## src/include/pcib_pkg.sv

```systemverilog
// constants and types shared by the 64-bit burst write data path
package pcib_pkg;
	localparam int unsigned DATA_W   = 64;
	localparam int unsigned BE_W     = 8;
	localparam int unsigned CNT_W    = 16;
	localparam int unsigned STAT_W   = 4;
	localparam int unsigned TERM_W   = 2;
	localparam int unsigned HALF_W   = 32;

	// master phase state codes seen by the local side
	localparam logic [STAT_W-1:0] ST_IDLE      = 4'h0;
	localparam logic [STAT_W-1:0] ST_BUS_TRANS = 4'h2;
	localparam logic [STAT_W-1:0] ST_BUS_TERM  = 4'h3;

	localparam logic [TERM_W-1:0] TERM_NONE    = 2'h0;
	localparam logic [TERM_W-1:0] TERM_NORMAL  = 2'h1;

	// register map, byte addresses
	localparam logic [7:0] REG_CTRL_OFS = 8'h00;
	localparam logic [7:0] REG_STAT_OFS = 8'h04;
	localparam logic [7:0] REG_CNT_OFS  = 8'h08;
	localparam int unsigned CTRL_EN_BIT    = 0;
	localparam int unsigned STAT_TERM_LSB  = 4;
	localparam int unsigned STAT_WIDE_BIT  = 8;
	localparam logic        CTRL_EN_RST    = 1'b0;

	// reset values
	localparam logic [CNT_W-1:0]  CNT_RST  = 16'h0000;
	localparam logic [DATA_W-1:0] DATA_RST = 64'h0000000000000000;
	localparam logic [BE_W-1:0]   BE_RST   = 8'hFF;
	localparam logic [CNT_W-1:0]  CNT_ONE  = 16'h0001;

	localparam logic [1:0] HTRANS_NONSEQ = 2'b10;
	localparam logic [2:0] HSIZE_WORD    = 3'b010;

	typedef enum logic [2:0] {
		PH_IDLE   = 3'b000,
		PH_ADDR   = 3'b001,
		PH_DECODE = 3'b010,
		PH_WIDTH  = 3'b011,
		PH_DATA   = 3'b100,
		PH_TURN   = 3'b101
	} pcib_phase_t;
endpackage

```

## src/pcib_parity.sv

```systemverilog
// even parity over the low and high lanes, one clock behind the bus
`timescale 1ns/10ps
module pcib_parity (
	input  wire logic                         core_clk,
	input  wire logic                         sys_rst,
	input  wire logic [pcib_pkg::DATA_W-1:0]  ad,
	input  wire logic [pcib_pkg::BE_W-1:0]    cbe,
	input  wire logic                         ad_oe,
	output logic                              par,
	output logic                              par64,
	output logic                              par_oe
);
	import pcib_pkg::*;

	logic [1:0] lane_par;
	logic [1:0] next_lane_par;
	logic       next_par_oe;

	genvar g;
	generate
		for (g = 0; g < 2; g++) begin : g_lane
			always_comb begin
				next_lane_par[g] = ^{ad[g*HALF_W +: HALF_W], cbe[g*4 +: 4]};
			end
		end
	endgenerate

	always_comb begin
		next_par_oe = ad_oe;
	end

	// parity lags its data by a clock, so it stays driven one idle clock
	always_ff @(posedge core_clk) begin
		if (sys_rst) begin
			lane_par <= 2'b00;
			par_oe   <= 1'b0;
		end else begin
			lane_par <= next_lane_par;
			par_oe   <= next_par_oe;
		end
	end

	always_comb begin
		par   = lane_par[0];
		par64 = lane_par[1];
	end
endmodule

```

## src/pcib_ahb_regs.sv

```systemverilog
// AHB-Lite register slave: enable control and burst status readback
`timescale 1ns/10ps
module pcib_ahb_regs (
	input  wire logic                         core_clk,
	input  wire logic                         sys_rst,
	input  wire logic                         hsel,
	input  wire logic [31:0]                  haddr,
	input  wire logic [1:0]                   htrans,
	input  wire logic                         hwrite,
	input  wire logic [2:0]                   hsize,
	input  wire logic [31:0]                  hwdata,
	input  wire logic                         hready,
	output logic                              hreadyout,
	output logic                              hresp,
	output logic [31:0]                       hrdata,
	output logic                              burst_enable,
	input  wire logic [pcib_pkg::STAT_W-1:0]  phase_state,
	input  wire logic [pcib_pkg::TERM_W-1:0]  term_cause,
	input  wire logic                         wide_n,
	input  wire logic [pcib_pkg::CNT_W-1:0]   burst_count
);
	import pcib_pkg::*;

	logic        wr_pend;
	logic [7:0]  wr_addr;
	logic        next_wr_pend;
	logic [7:0]  next_wr_addr;
	logic        next_enable;
	logic [31:0] next_hrdata;
	logic        take;

	function automatic logic [31:0] read_mux(input logic [7:0] a,
		input logic en, input logic [STAT_W-1:0] st,
		input logic [TERM_W-1:0] tc, input logic wn,
		input logic [CNT_W-1:0] cnt);
		logic [31:0] v;
		v = 32'h00000000;
		case (a)
			REG_CTRL_OFS: v[CTRL_EN_BIT] = en;
			REG_STAT_OFS: begin
				v[STAT_W-1:0] = st;
				v[STAT_TERM_LSB +: TERM_W] = tc;
				v[STAT_WIDE_BIT] = ~wn;
			end
			REG_CNT_OFS:  v[CNT_W-1:0] = cnt;
			default:      v = 32'h00000000;
		endcase
		return v;
	endfunction

	always_comb begin
		take         = hsel && hready && (htrans == HTRANS_NONSEQ)
			&& (hsize == HSIZE_WORD);
		next_wr_pend = take && hwrite;
		next_wr_addr = take ? haddr[7:0] : wr_addr;
		next_enable  = burst_enable;
		if (wr_pend && (wr_addr == REG_CTRL_OFS)) begin
			next_enable = hwdata[CTRL_EN_BIT];
		end
		// read data registered in the address phase: zero wait states
		next_hrdata = 32'h00000000;
		if (take && !hwrite) begin
			next_hrdata = read_mux(haddr[7:0], burst_enable, phase_state,
				term_cause, wide_n, burst_count);
		end
	end

	always_ff @(posedge core_clk) begin
		if (sys_rst) begin
			wr_pend      <= 1'b0;
			wr_addr      <= 8'h00;
			burst_enable <= CTRL_EN_RST;
			hrdata       <= 32'h00000000;
			hreadyout    <= 1'b0;
			hresp        <= 1'b0;
		end else begin
			wr_pend      <= next_wr_pend;
			wr_addr      <= next_wr_addr;
			burst_enable <= next_enable;
			hrdata       <= next_hrdata;
			hreadyout    <= 1'b1;
			hresp        <= 1'b0;
		end
	end
endmodule

```

## src/pcib_write_burst.sv

```systemverilog
// 64-bit PCI master burst write: data phases and normal termination
`timescale 1ns/10ps
// Summary of operation
// - on ready, first strobe already in address phase; after claim and ready, assert irdy
// - irdy and trdy low completes a phase
// - count down one after each completion
// - ready previous clock gives strobes; trdy also needed once in data phase
// - accepted QWORD replaced by captured next one
// - irdy held while local ready was asserted
// - frame held; last phase drops frame, req64, strobes
// - turnaround releases bus, count zero, normal end
// - idle clock stops driving irdy and parity
// - wide flag asserted before first phase completes
// - address phase loads count with burst length
module pcib_write_burst (
	input  wire logic                         core_clk,
	input  wire logic                         sys_rst,
	input  wire logic                         hsel,
	input  wire logic [31:0]                  haddr,
	input  wire logic [1:0]                   htrans,
	input  wire logic                         hwrite,
	input  wire logic [2:0]                   hsize,
	input  wire logic [31:0]                  hwdata,
	input  wire logic                         hready,
	output logic                              hreadyout,
	output logic                              hresp,
	output logic [31:0]                       hrdata,
	input  wire logic                         start_burst,
	input  wire logic [31:0]                  start_address,
	input  wire logic [3:0]                   bus_command,
	input  wire logic [pcib_pkg::CNT_W-1:0]   burst_length,
	input  wire logic [pcib_pkg::DATA_W-1:0]  local_data_in,
	input  wire logic [pcib_pkg::BE_W-1:0]    local_byte_enables_in,
	input  wire logic                         local_side_ready_n,
	output logic                              low_half_xfer_strobe_n,
	output logic                              high_half_xfer_strobe_n,
	output logic                              wide_transfer_flag_n,
	output logic [pcib_pkg::CNT_W-1:0]        remaining_burst_count,
	output logic [pcib_pkg::STAT_W-1:0]       master_phase_state,
	output logic [pcib_pkg::TERM_W-1:0]       termination_cause,
	output logic                              frame_n_o,
	output logic                              frame_oe,
	output logic                              req64_n_o,
	output logic                              req64_oe,
	output logic                              irdy_n_o,
	output logic                              irdy_oe,
	output logic [pcib_pkg::DATA_W-1:0]       ad_o,
	output logic                              ad_oe,
	output logic [pcib_pkg::BE_W-1:0]         cbe_n_o,
	output logic                              cbe_oe,
	output logic                              par_o,
	output logic                              par64_o,
	output logic                              par_oe,
	input  wire logic                         devsel_n_i,
	input  wire logic                         trdy_n_i,
	input  wire logic                         ack64_n_i
);
	import pcib_pkg::*;

	pcib_phase_t       phase;
	pcib_phase_t       next_phase;
	logic              strobe_n;
	logic              next_strobe_n;
	logic              ad_valid;
	logic              next_ad_valid;
	logic              staged_valid;
	logic              next_staged_valid;
	logic [DATA_W-1:0] staged_data;
	logic [DATA_W-1:0] next_staged_data;
	logic [BE_W-1:0]   staged_be;
	logic [BE_W-1:0]   next_staged_be;
	logic [CNT_W-1:0]  fetch_left;
	logic [CNT_W-1:0]  next_fetch_left;
	logic [CNT_W-1:0]  next_count;
	logic [STAT_W-1:0] next_state_code;
	logic [TERM_W-1:0] next_term;
	logic              next_wide_n;
	logic              next_frame_n;
	logic              next_frame_oe;
	logic              next_req64_n;
	logic              next_req64_oe;
	logic              next_irdy_n;
	logic              next_irdy_oe;
	logic [DATA_W-1:0] next_ad;
	logic              next_ad_oe;
	logic [BE_W-1:0]   next_cbe_n;
	logic              next_cbe_oe;
	logic              burst_enable;
	logic              done;
	logic              capture;
	logic              slot_free;
	logic              may_fetch;

	pcib_ahb_regs u_regs (
		.core_clk     (core_clk),
		.sys_rst      (sys_rst),
		.hsel         (hsel),
		.haddr        (haddr),
		.htrans       (htrans),
		.hwrite       (hwrite),
		.hsize        (hsize),
		.hwdata       (hwdata),
		.hready       (hready),
		.hreadyout    (hreadyout),
		.hresp        (hresp),
		.hrdata       (hrdata),
		.burst_enable (burst_enable),
		.phase_state  (master_phase_state),
		.term_cause   (termination_cause),
		.wide_n       (wide_transfer_flag_n),
		.burst_count  (remaining_burst_count)
	);

	pcib_parity u_parity (
		.core_clk (core_clk),
		.sys_rst  (sys_rst),
		.ad       (ad_o),
		.cbe      (cbe_n_o),
		.ad_oe    (ad_oe),
		.par      (par_o),
		.par64    (par64_o),
		.par_oe   (par_oe)
	);

	always_comb begin
		next_phase        = phase;
		next_strobe_n     = 1'b1;
		next_ad_valid     = ad_valid;
		next_staged_valid = staged_valid;
		next_staged_data  = staged_data;
		next_staged_be    = staged_be;
		next_fetch_left   = fetch_left;
		next_count        = remaining_burst_count;
		next_state_code   = master_phase_state;
		next_term         = termination_cause;
		next_wide_n       = wide_transfer_flag_n;
		next_frame_n      = frame_n_o;
		next_frame_oe     = frame_oe;
		next_req64_n      = req64_n_o;
		next_req64_oe     = req64_oe;
		next_irdy_n       = irdy_n_o;
		next_irdy_oe      = irdy_oe;
		next_ad           = ad_o;
		next_ad_oe        = ad_oe;
		next_cbe_n        = cbe_n_o;
		next_cbe_oe       = cbe_oe;

		done = (phase == PH_DATA) && !irdy_n_o && !trdy_n_i;
		// a strobe cycle is the one in which the local QWORD is taken
		capture   = !strobe_n;
		slot_free = !ad_valid || done;
		may_fetch = (fetch_left != CNT_RST);

		if (done) begin
			next_count = remaining_burst_count - CNT_ONE;
		end

		// the local side holds its QWORD until a strobe takes it
		if (capture) begin
			next_fetch_left = fetch_left - CNT_ONE;
			if (slot_free) begin
				next_ad       = local_data_in;
				next_cbe_n    = local_byte_enables_in;
				next_ad_valid = 1'b1;
			end else begin
				// target stalled: park the QWORD until the slot frees
				next_staged_data  = local_data_in;
				next_staged_be    = local_byte_enables_in;
				next_staged_valid = 1'b1;
			end
		end else if (done) begin
			if (staged_valid) begin
				next_ad           = staged_data;
				next_cbe_n        = staged_be;
				next_staged_valid = 1'b0;
			end else begin
				next_ad_valid = 1'b0;
			end
		end

		case (phase)
			PH_IDLE: begin
				next_irdy_oe = 1'b0;
				if (start_burst && burst_enable) begin
					next_phase        = PH_ADDR;
					next_count        = burst_length;
					next_fetch_left   = burst_length;
					next_state_code   = ST_BUS_TRANS;
					next_term         = TERM_NONE;
					next_wide_n       = 1'b1;
					next_frame_n      = 1'b0;
					next_frame_oe     = 1'b1;
					next_req64_n      = 1'b0;
					next_req64_oe     = 1'b1;
					next_irdy_n       = 1'b1;
					next_irdy_oe      = 1'b1;
					next_ad           = {32'h00000000, start_address};
					next_ad_oe        = 1'b1;
					next_cbe_n        = {4'hF, bus_command};
					next_cbe_oe       = 1'b1;
					next_ad_valid     = 1'b0;
					next_staged_valid = 1'b0;
					next_strobe_n     = !(!local_side_ready_n &&
						(burst_length != CNT_RST));
				end
			end
			PH_ADDR: begin
				next_phase = PH_DECODE;
			end
			PH_DECODE: begin
				// width is judged in the same clock as the claim
				if (!devsel_n_i) begin
					next_phase  = PH_WIDTH;
					next_wide_n = ack64_n_i;
				end
			end
			PH_WIDTH: begin
				next_phase    = PH_DATA;
				next_strobe_n = !(!local_side_ready_n && may_fetch &&
					!next_staged_valid);
				next_irdy_n   = !(next_ad_valid && (!local_side_ready_n
					|| next_fetch_left == CNT_RST));
				next_frame_n  = (remaining_burst_count == CNT_ONE);
				next_req64_n  = (remaining_burst_count == CNT_ONE);
			end
			PH_DATA: begin
				if (done && (remaining_burst_count == CNT_ONE)) begin
					next_phase      = PH_TURN;
					next_frame_oe   = 1'b0;
					next_req64_oe   = 1'b0;
					next_ad_oe      = 1'b0;
					next_cbe_oe     = 1'b0;
					next_irdy_n     = 1'b1;
					next_state_code = ST_BUS_TERM;
					next_term       = TERM_NORMAL;
				end else begin
					next_strobe_n = !(!local_side_ready_n && !trdy_n_i &&
						may_fetch && !next_staged_valid);
					next_irdy_n   = !(next_ad_valid && (!local_side_ready_n
						|| next_fetch_left == CNT_RST));
					if (next_count == CNT_ONE) begin
						next_frame_n = 1'b1;
						next_req64_n = 1'b1;
					end
				end
			end
			PH_TURN: begin
				next_phase   = PH_IDLE;
				next_irdy_oe = 1'b0;
			end
			default: begin
				next_phase    = PH_IDLE;
				next_frame_oe = 1'b0;
				next_req64_oe = 1'b0;
				next_irdy_oe  = 1'b0;
				next_ad_oe    = 1'b0;
				next_cbe_oe   = 1'b0;
			end
		endcase
	end

	always_ff @(posedge core_clk) begin
		if (sys_rst) begin
			phase                   <= PH_IDLE;
			strobe_n                <= 1'b1;
			ad_valid                <= 1'b0;
			staged_valid            <= 1'b0;
			staged_data             <= DATA_RST;
			staged_be               <= BE_RST;
			fetch_left              <= CNT_RST;
			remaining_burst_count   <= CNT_RST;
			master_phase_state      <= ST_IDLE;
			termination_cause       <= TERM_NONE;
			wide_transfer_flag_n    <= 1'b1;
			frame_n_o               <= 1'b1;
			frame_oe                <= 1'b0;
			req64_n_o               <= 1'b1;
			req64_oe                <= 1'b0;
			irdy_n_o                <= 1'b1;
			irdy_oe                 <= 1'b0;
			ad_o                    <= DATA_RST;
			ad_oe                   <= 1'b0;
			cbe_n_o                 <= BE_RST;
			cbe_oe                  <= 1'b0;
			low_half_xfer_strobe_n  <= 1'b1;
			high_half_xfer_strobe_n <= 1'b1;
		end else begin
			phase                   <= next_phase;
			strobe_n                <= next_strobe_n;
			ad_valid                <= next_ad_valid;
			staged_valid            <= next_staged_valid;
			staged_data             <= next_staged_data;
			staged_be               <= next_staged_be;
			fetch_left              <= next_fetch_left;
			remaining_burst_count   <= next_count;
			master_phase_state      <= next_state_code;
			termination_cause       <= next_term;
			wide_transfer_flag_n    <= next_wide_n;
			frame_n_o               <= next_frame_n;
			frame_oe                <= next_frame_oe;
			req64_n_o               <= next_req64_n;
			req64_oe                <= next_req64_oe;
			irdy_n_o                <= next_irdy_n;
			irdy_oe                 <= next_irdy_oe;
			ad_o                    <= next_ad;
			ad_oe                   <= next_ad_oe;
			cbe_n_o                 <= next_cbe_n;
			cbe_oe                  <= next_cbe_oe;
			// both halves move together on a 64-bit local path
			low_half_xfer_strobe_n  <= next_strobe_n;
			high_half_xfer_strobe_n <= next_strobe_n;
		end
	end
endmodule

```

## config.mk

```make
export PLATFORM = sky130hd
export DESIGN_NAME = pcib_write_burst
export DESIGN_NICKNAME = d
export VERILOG_FILES = /design/src/include/pcib_pkg.sv /design/src/pcib_parity.sv /design/src/pcib_ahb_regs.sv /design/src/pcib_write_burst.sv
export SDC_FILE = /design/constraint.sdc
export NUM_CORES = 1
export LEC_CHECK = 0
export BUFFER_PORTS_ARGS = -buffer_cell sky130_fd_sc_hd__buf_4
export CORE_MARGIN = 2
export CORE_UTILIZATION = 52
export CTS_BUF_LIST = sky130_fd_sc_hd__clkbuf_4 sky130_fd_sc_hd__clkbuf_8 sky130_fd_sc_hd__clkbuf_16
export DETAILED_ROUTE_END_ITERATION = 8
export HOLD_SLACK_MARGIN = 0.1
export PLACE_DENSITY = 0.81
export SYNTH_ARGS = -nofsm -noshare
export SYNTH_HDL_FRONTEND = slang
export SYNTH_HIERARCHICAL = 1
export SYNTH_SLANG_ARGS = --single-unit
```

## constraint.sdc

```tcl
create_clock -name core_clk -period 3.2 [get_ports core_clk]
set_input_delay 0.64 -clock core_clk [delete_from_list [all_inputs] [get_ports core_clk]]
set_output_delay 0.64 -clock core_clk [all_outputs]
set_load 0.02 [all_outputs]
```

==> impl_metrics.csv <==
group,metric,value,unit
cts,cts_repair_resize_count,0,
die,die_x,150.9,um
timing,period_needed,2.923,ns
timing,post-route-period-util,91.34,%
cts,clock-sinks,219,
route,postRouteAntennaNets,0,
grt,grt_pass1_wl,50720,um
cts,post-cts-setup-buffers,0,
logic_synthesis,ys_async_sr_fraction,0,%
logic_synthesis,syn_area,11230,um2
final_layout,stdcell_area,14090,um2
place,place_congestion,0.8595,
timing,rsz0062_at_grt,"no",
cts,cts_buffer_depth,3,
worst_setup_path,arrival,3.32,ns
grt,grt_max_degree,104,
route,wl_met1,12830,um
cts,insertion_delay,0.51,ns
route,vias,10780,
worst_setup_path,cp_max_fo,43,
route,wl,32500,um
power,pwr_density_cell,414.6,nW/um2
cts,hold_buffers,0,
die,core_area,21090,um2
logic_synthesis,yosysWarnings,6,
hold_path,holdCritPathClass,"in2reg",
route,avgRoutedWirePerCell,17.41,um
route,drc,0,
place,placed_area,13290,um2
timing,slew_headroom,20.90,%
timing,drv_slew,0,
timing,hold_viol_final,0,
route,via_per_inst,5.778,
timing,setup_viol,0,
route,dr.max_layer_used,"met4",
final_layout,drive_above_1_share,22.06,%
logic_synthesis,post-synth-top-area-fraction,39.05,%
worst_setup_path,end_kind,"register",
worst_setup_path,crit_type,"reg2reg",
worst_setup_path,required,3.60,ns
logic_synthesis,synth_edf_count,0,
grt,first_global_vias,10180,
logic_synthesis,netlist_top_cells_area,"dfxtp_1 (39%), nand2_1 (9.5%), a211oi_1 (7.0%), a21oi_1 (6.3%), xnor2_1 (6.0%)",
grt,antenna_found_initial,0,
route,dr.pass1.iters,5,
final_layout,nNetsFinal,1783,
route,drt_iter0_markers,795,
timing,fin_ws,0.2770,ns
logic_synthesis,synth_cell_type_count,61,
cts,cts_tree,"built",
die,start_util,53.24,%
timing,max_freq,0.3421,GHz
power,ir_drop,0.3407,mV
logic_synthesis,synth_ff_type,"dfxtp_1",
grt,grt_util_all_layers,27.16,%
die,pin_count,345,
logic_synthesis,netlist_instances,1372,
worst_setup_path,startpoint_type,"register",
die,row_count,53,
timing,whs,0.3243,ns
timing,fin_tns_setup,0,ns
final_layout,antenna_cells,0,
route,routed-wl-met3,2866,um
place,post-place-ws,0.2476,ns
route,route.met2.wl,15770,um
run_status,outcome,"completed",
place,port-buffer-count,269,
die,fp.dieArea,22780,um2
logic_synthesis,yosysSeqAreaShare,39.05,%
cts,cts_htree_levels,1,
timing,clock_skew,0.01027,ns
cts,cts_buffers,24,
grt,gr-total-overflow,0,
power,cellLeakagePower,5.570,nW
cts,path_clk_slew,0.06,ns
place,dp_hpwl,21390,um
logic_synthesis,synth_seq_cells,219,
final_layout,area_growth,25.49,%
die,die_h,150.9,um
logic_synthesis,postSynthAreaPerCell,8.183,um2
cts,clock-root-buffer,"clkbuf_16",
job,drv_cap,0,
logic_synthesis,synth_top_cell_by_area,"dfxtp_1",
timing,tightestPinTransition,1.184,ns
==> logic make-up (layout without fill, tap and decap cells) <==
family          after synthesis  count (layout)  synth area share [%]
buf+inv                     149             347                 6.330
simple gates                526             526                 22.87
other cells                   2              23               0.06689
xor+xnor                     94              94                 7.824
mux                          37              37                 3.388
compound gates              342             342                 20.14
fa+ha+maj                     3               3                0.3344
flops                       219             219                 39.05
==> critical path: stages (launching register included) <==
cell and delay (ns):
dfxtp_1 0.52, or4b_4 0.27, nor2_1 0.11, nor2b_4 0.93
buf_4 0.48, a211oi_1 0.15, a211oi_1 0.30
==> final timing paths <==
path                                      start         endpoint  slack [ns]  cells after the start
worst min-delay path             bus_command[0]       cbe_n_o[0]        0.32                      2
worst max-delay path                   phase[1]         ad_o[55]        0.28                      6
worst max register to register         phase[1]         ad_o[55]        0.28                      6
worst min register to register  staged_data[50]  staged_data[50]        0.45                      2
==> Yosys cell counts, types with 7 or more instances <==
| cell | instances |
|---|---|
| clkbuf_1 | 90 |
| a211oi_1 | 105 |
| a311o_1 | 32 |
| nor4_1 | 15 |
| inv_1 | 16 |
| nor2b_1 | 8 |
| xor2_1 | 13 |
| mux2i_1 | 35 |
| nand3b_1 | 9 |
| xnor2_1 | 77 |
| nand3_1 | 12 |
| and2_1 | 78 |
| nand2_1 | 285 |
| buf_4 | 28 |
| nor3_1 | 23 |
| o21bai_1 | 14 |
| nor2_1 | 41 |
| o21ai_0 | 14 |
| a21oi_1 | 142 |
| dfxtp_1 | 219 |
| buf_2 | 7 |
==> placed cells by master, fill, tap and decap left out, types with 5 or more instances in the layout <==
| cell | count |
|---|---|
| a21oi_1 | 142 |
| a211o_1 | 5 |
| nor2b_1 | 7 |
| a311oi_1 | 5 |
| clkbuf_16 | 25 |
| nand3_1 | 12 |
| a211oi_1 | 105 |
| dfxtp_1 | 218 |
| buf_4 | 286 |
| nand4_1 | 5 |
| clkbuf_4 | 5 |
| nor4_1 | 14 |
| inv_1 | 16 |
| xor2_1 | 13 |
| nor2_1 | 40 |
| or3_1 | 6 |
| o21ai_0 | 14 |
| a22oi_1 | 6 |
| nor3_1 | 23 |
| xnor2_1 | 77 |
| a311o_1 | 32 |
| nand2b_1 | 6 |
| and2_1 | 78 |
| o21bai_1 | 14 |
| mux2i_1 | 35 |
| conb_1 | 23 |
| buf_12 | 5 |
| nand3b_1 | 9 |
| nand2_1 | 284 |
==> metal layers <==
metal	global-route usage, %	vias to the layer above
met3	6.416	76
met5	0	-
met1	33.08	5110
met2	47.27	441
li1	-	5155
met4	8.879	0
==> state kept, by name, indices dropped and copies added (netlist names), 2 cells and up <==
name / count
fetch_left: 16
remaining_burst_count: 16
cbe_n_o: 8
staged_be: 8
u_parity/lane_par: 2
staged_data: 64
u_regs/wr_addr: 8
ad_o: 64
u_regs/hrdata: 16
phase: 3
master_phase_state: 2
==> through the flow <==
step | total power [mW] | std cells | utilization (%)
after floorplan | 2.929 | 1393 | -
after global placement | 3.097 | 1826 | 63.02
after detailed placement | 3.100 | 1826 | 63.02
after CTS | 5.883 | 1866 | 66.81
after global routing | 5.998 | 1866 | 66.81
final | 5.841 | 1866 | 66.81
==> area by class of cell <==
class	count	area (um2)
Clock buffer	34	718.2
Clock inverter	6	80.08
Fill cell	1759	6999
Inverter	16	60.06
Multi-Input combinational cell	1025	6251
Sequential cell	219	4388
Tap cell	275	344.1
Timing Repair Buffer	291	2247
==> power by group <==
group          leakage, nW  internal (mW)  total [mW]  switching, mW
clock                0.404           1.71        2.80           1.09
combinational         3.40          0.160       0.313          0.153
sequential            1.76           2.73        2.73        0.00168
Note: power is estimated with default switching activity, not from simulation.
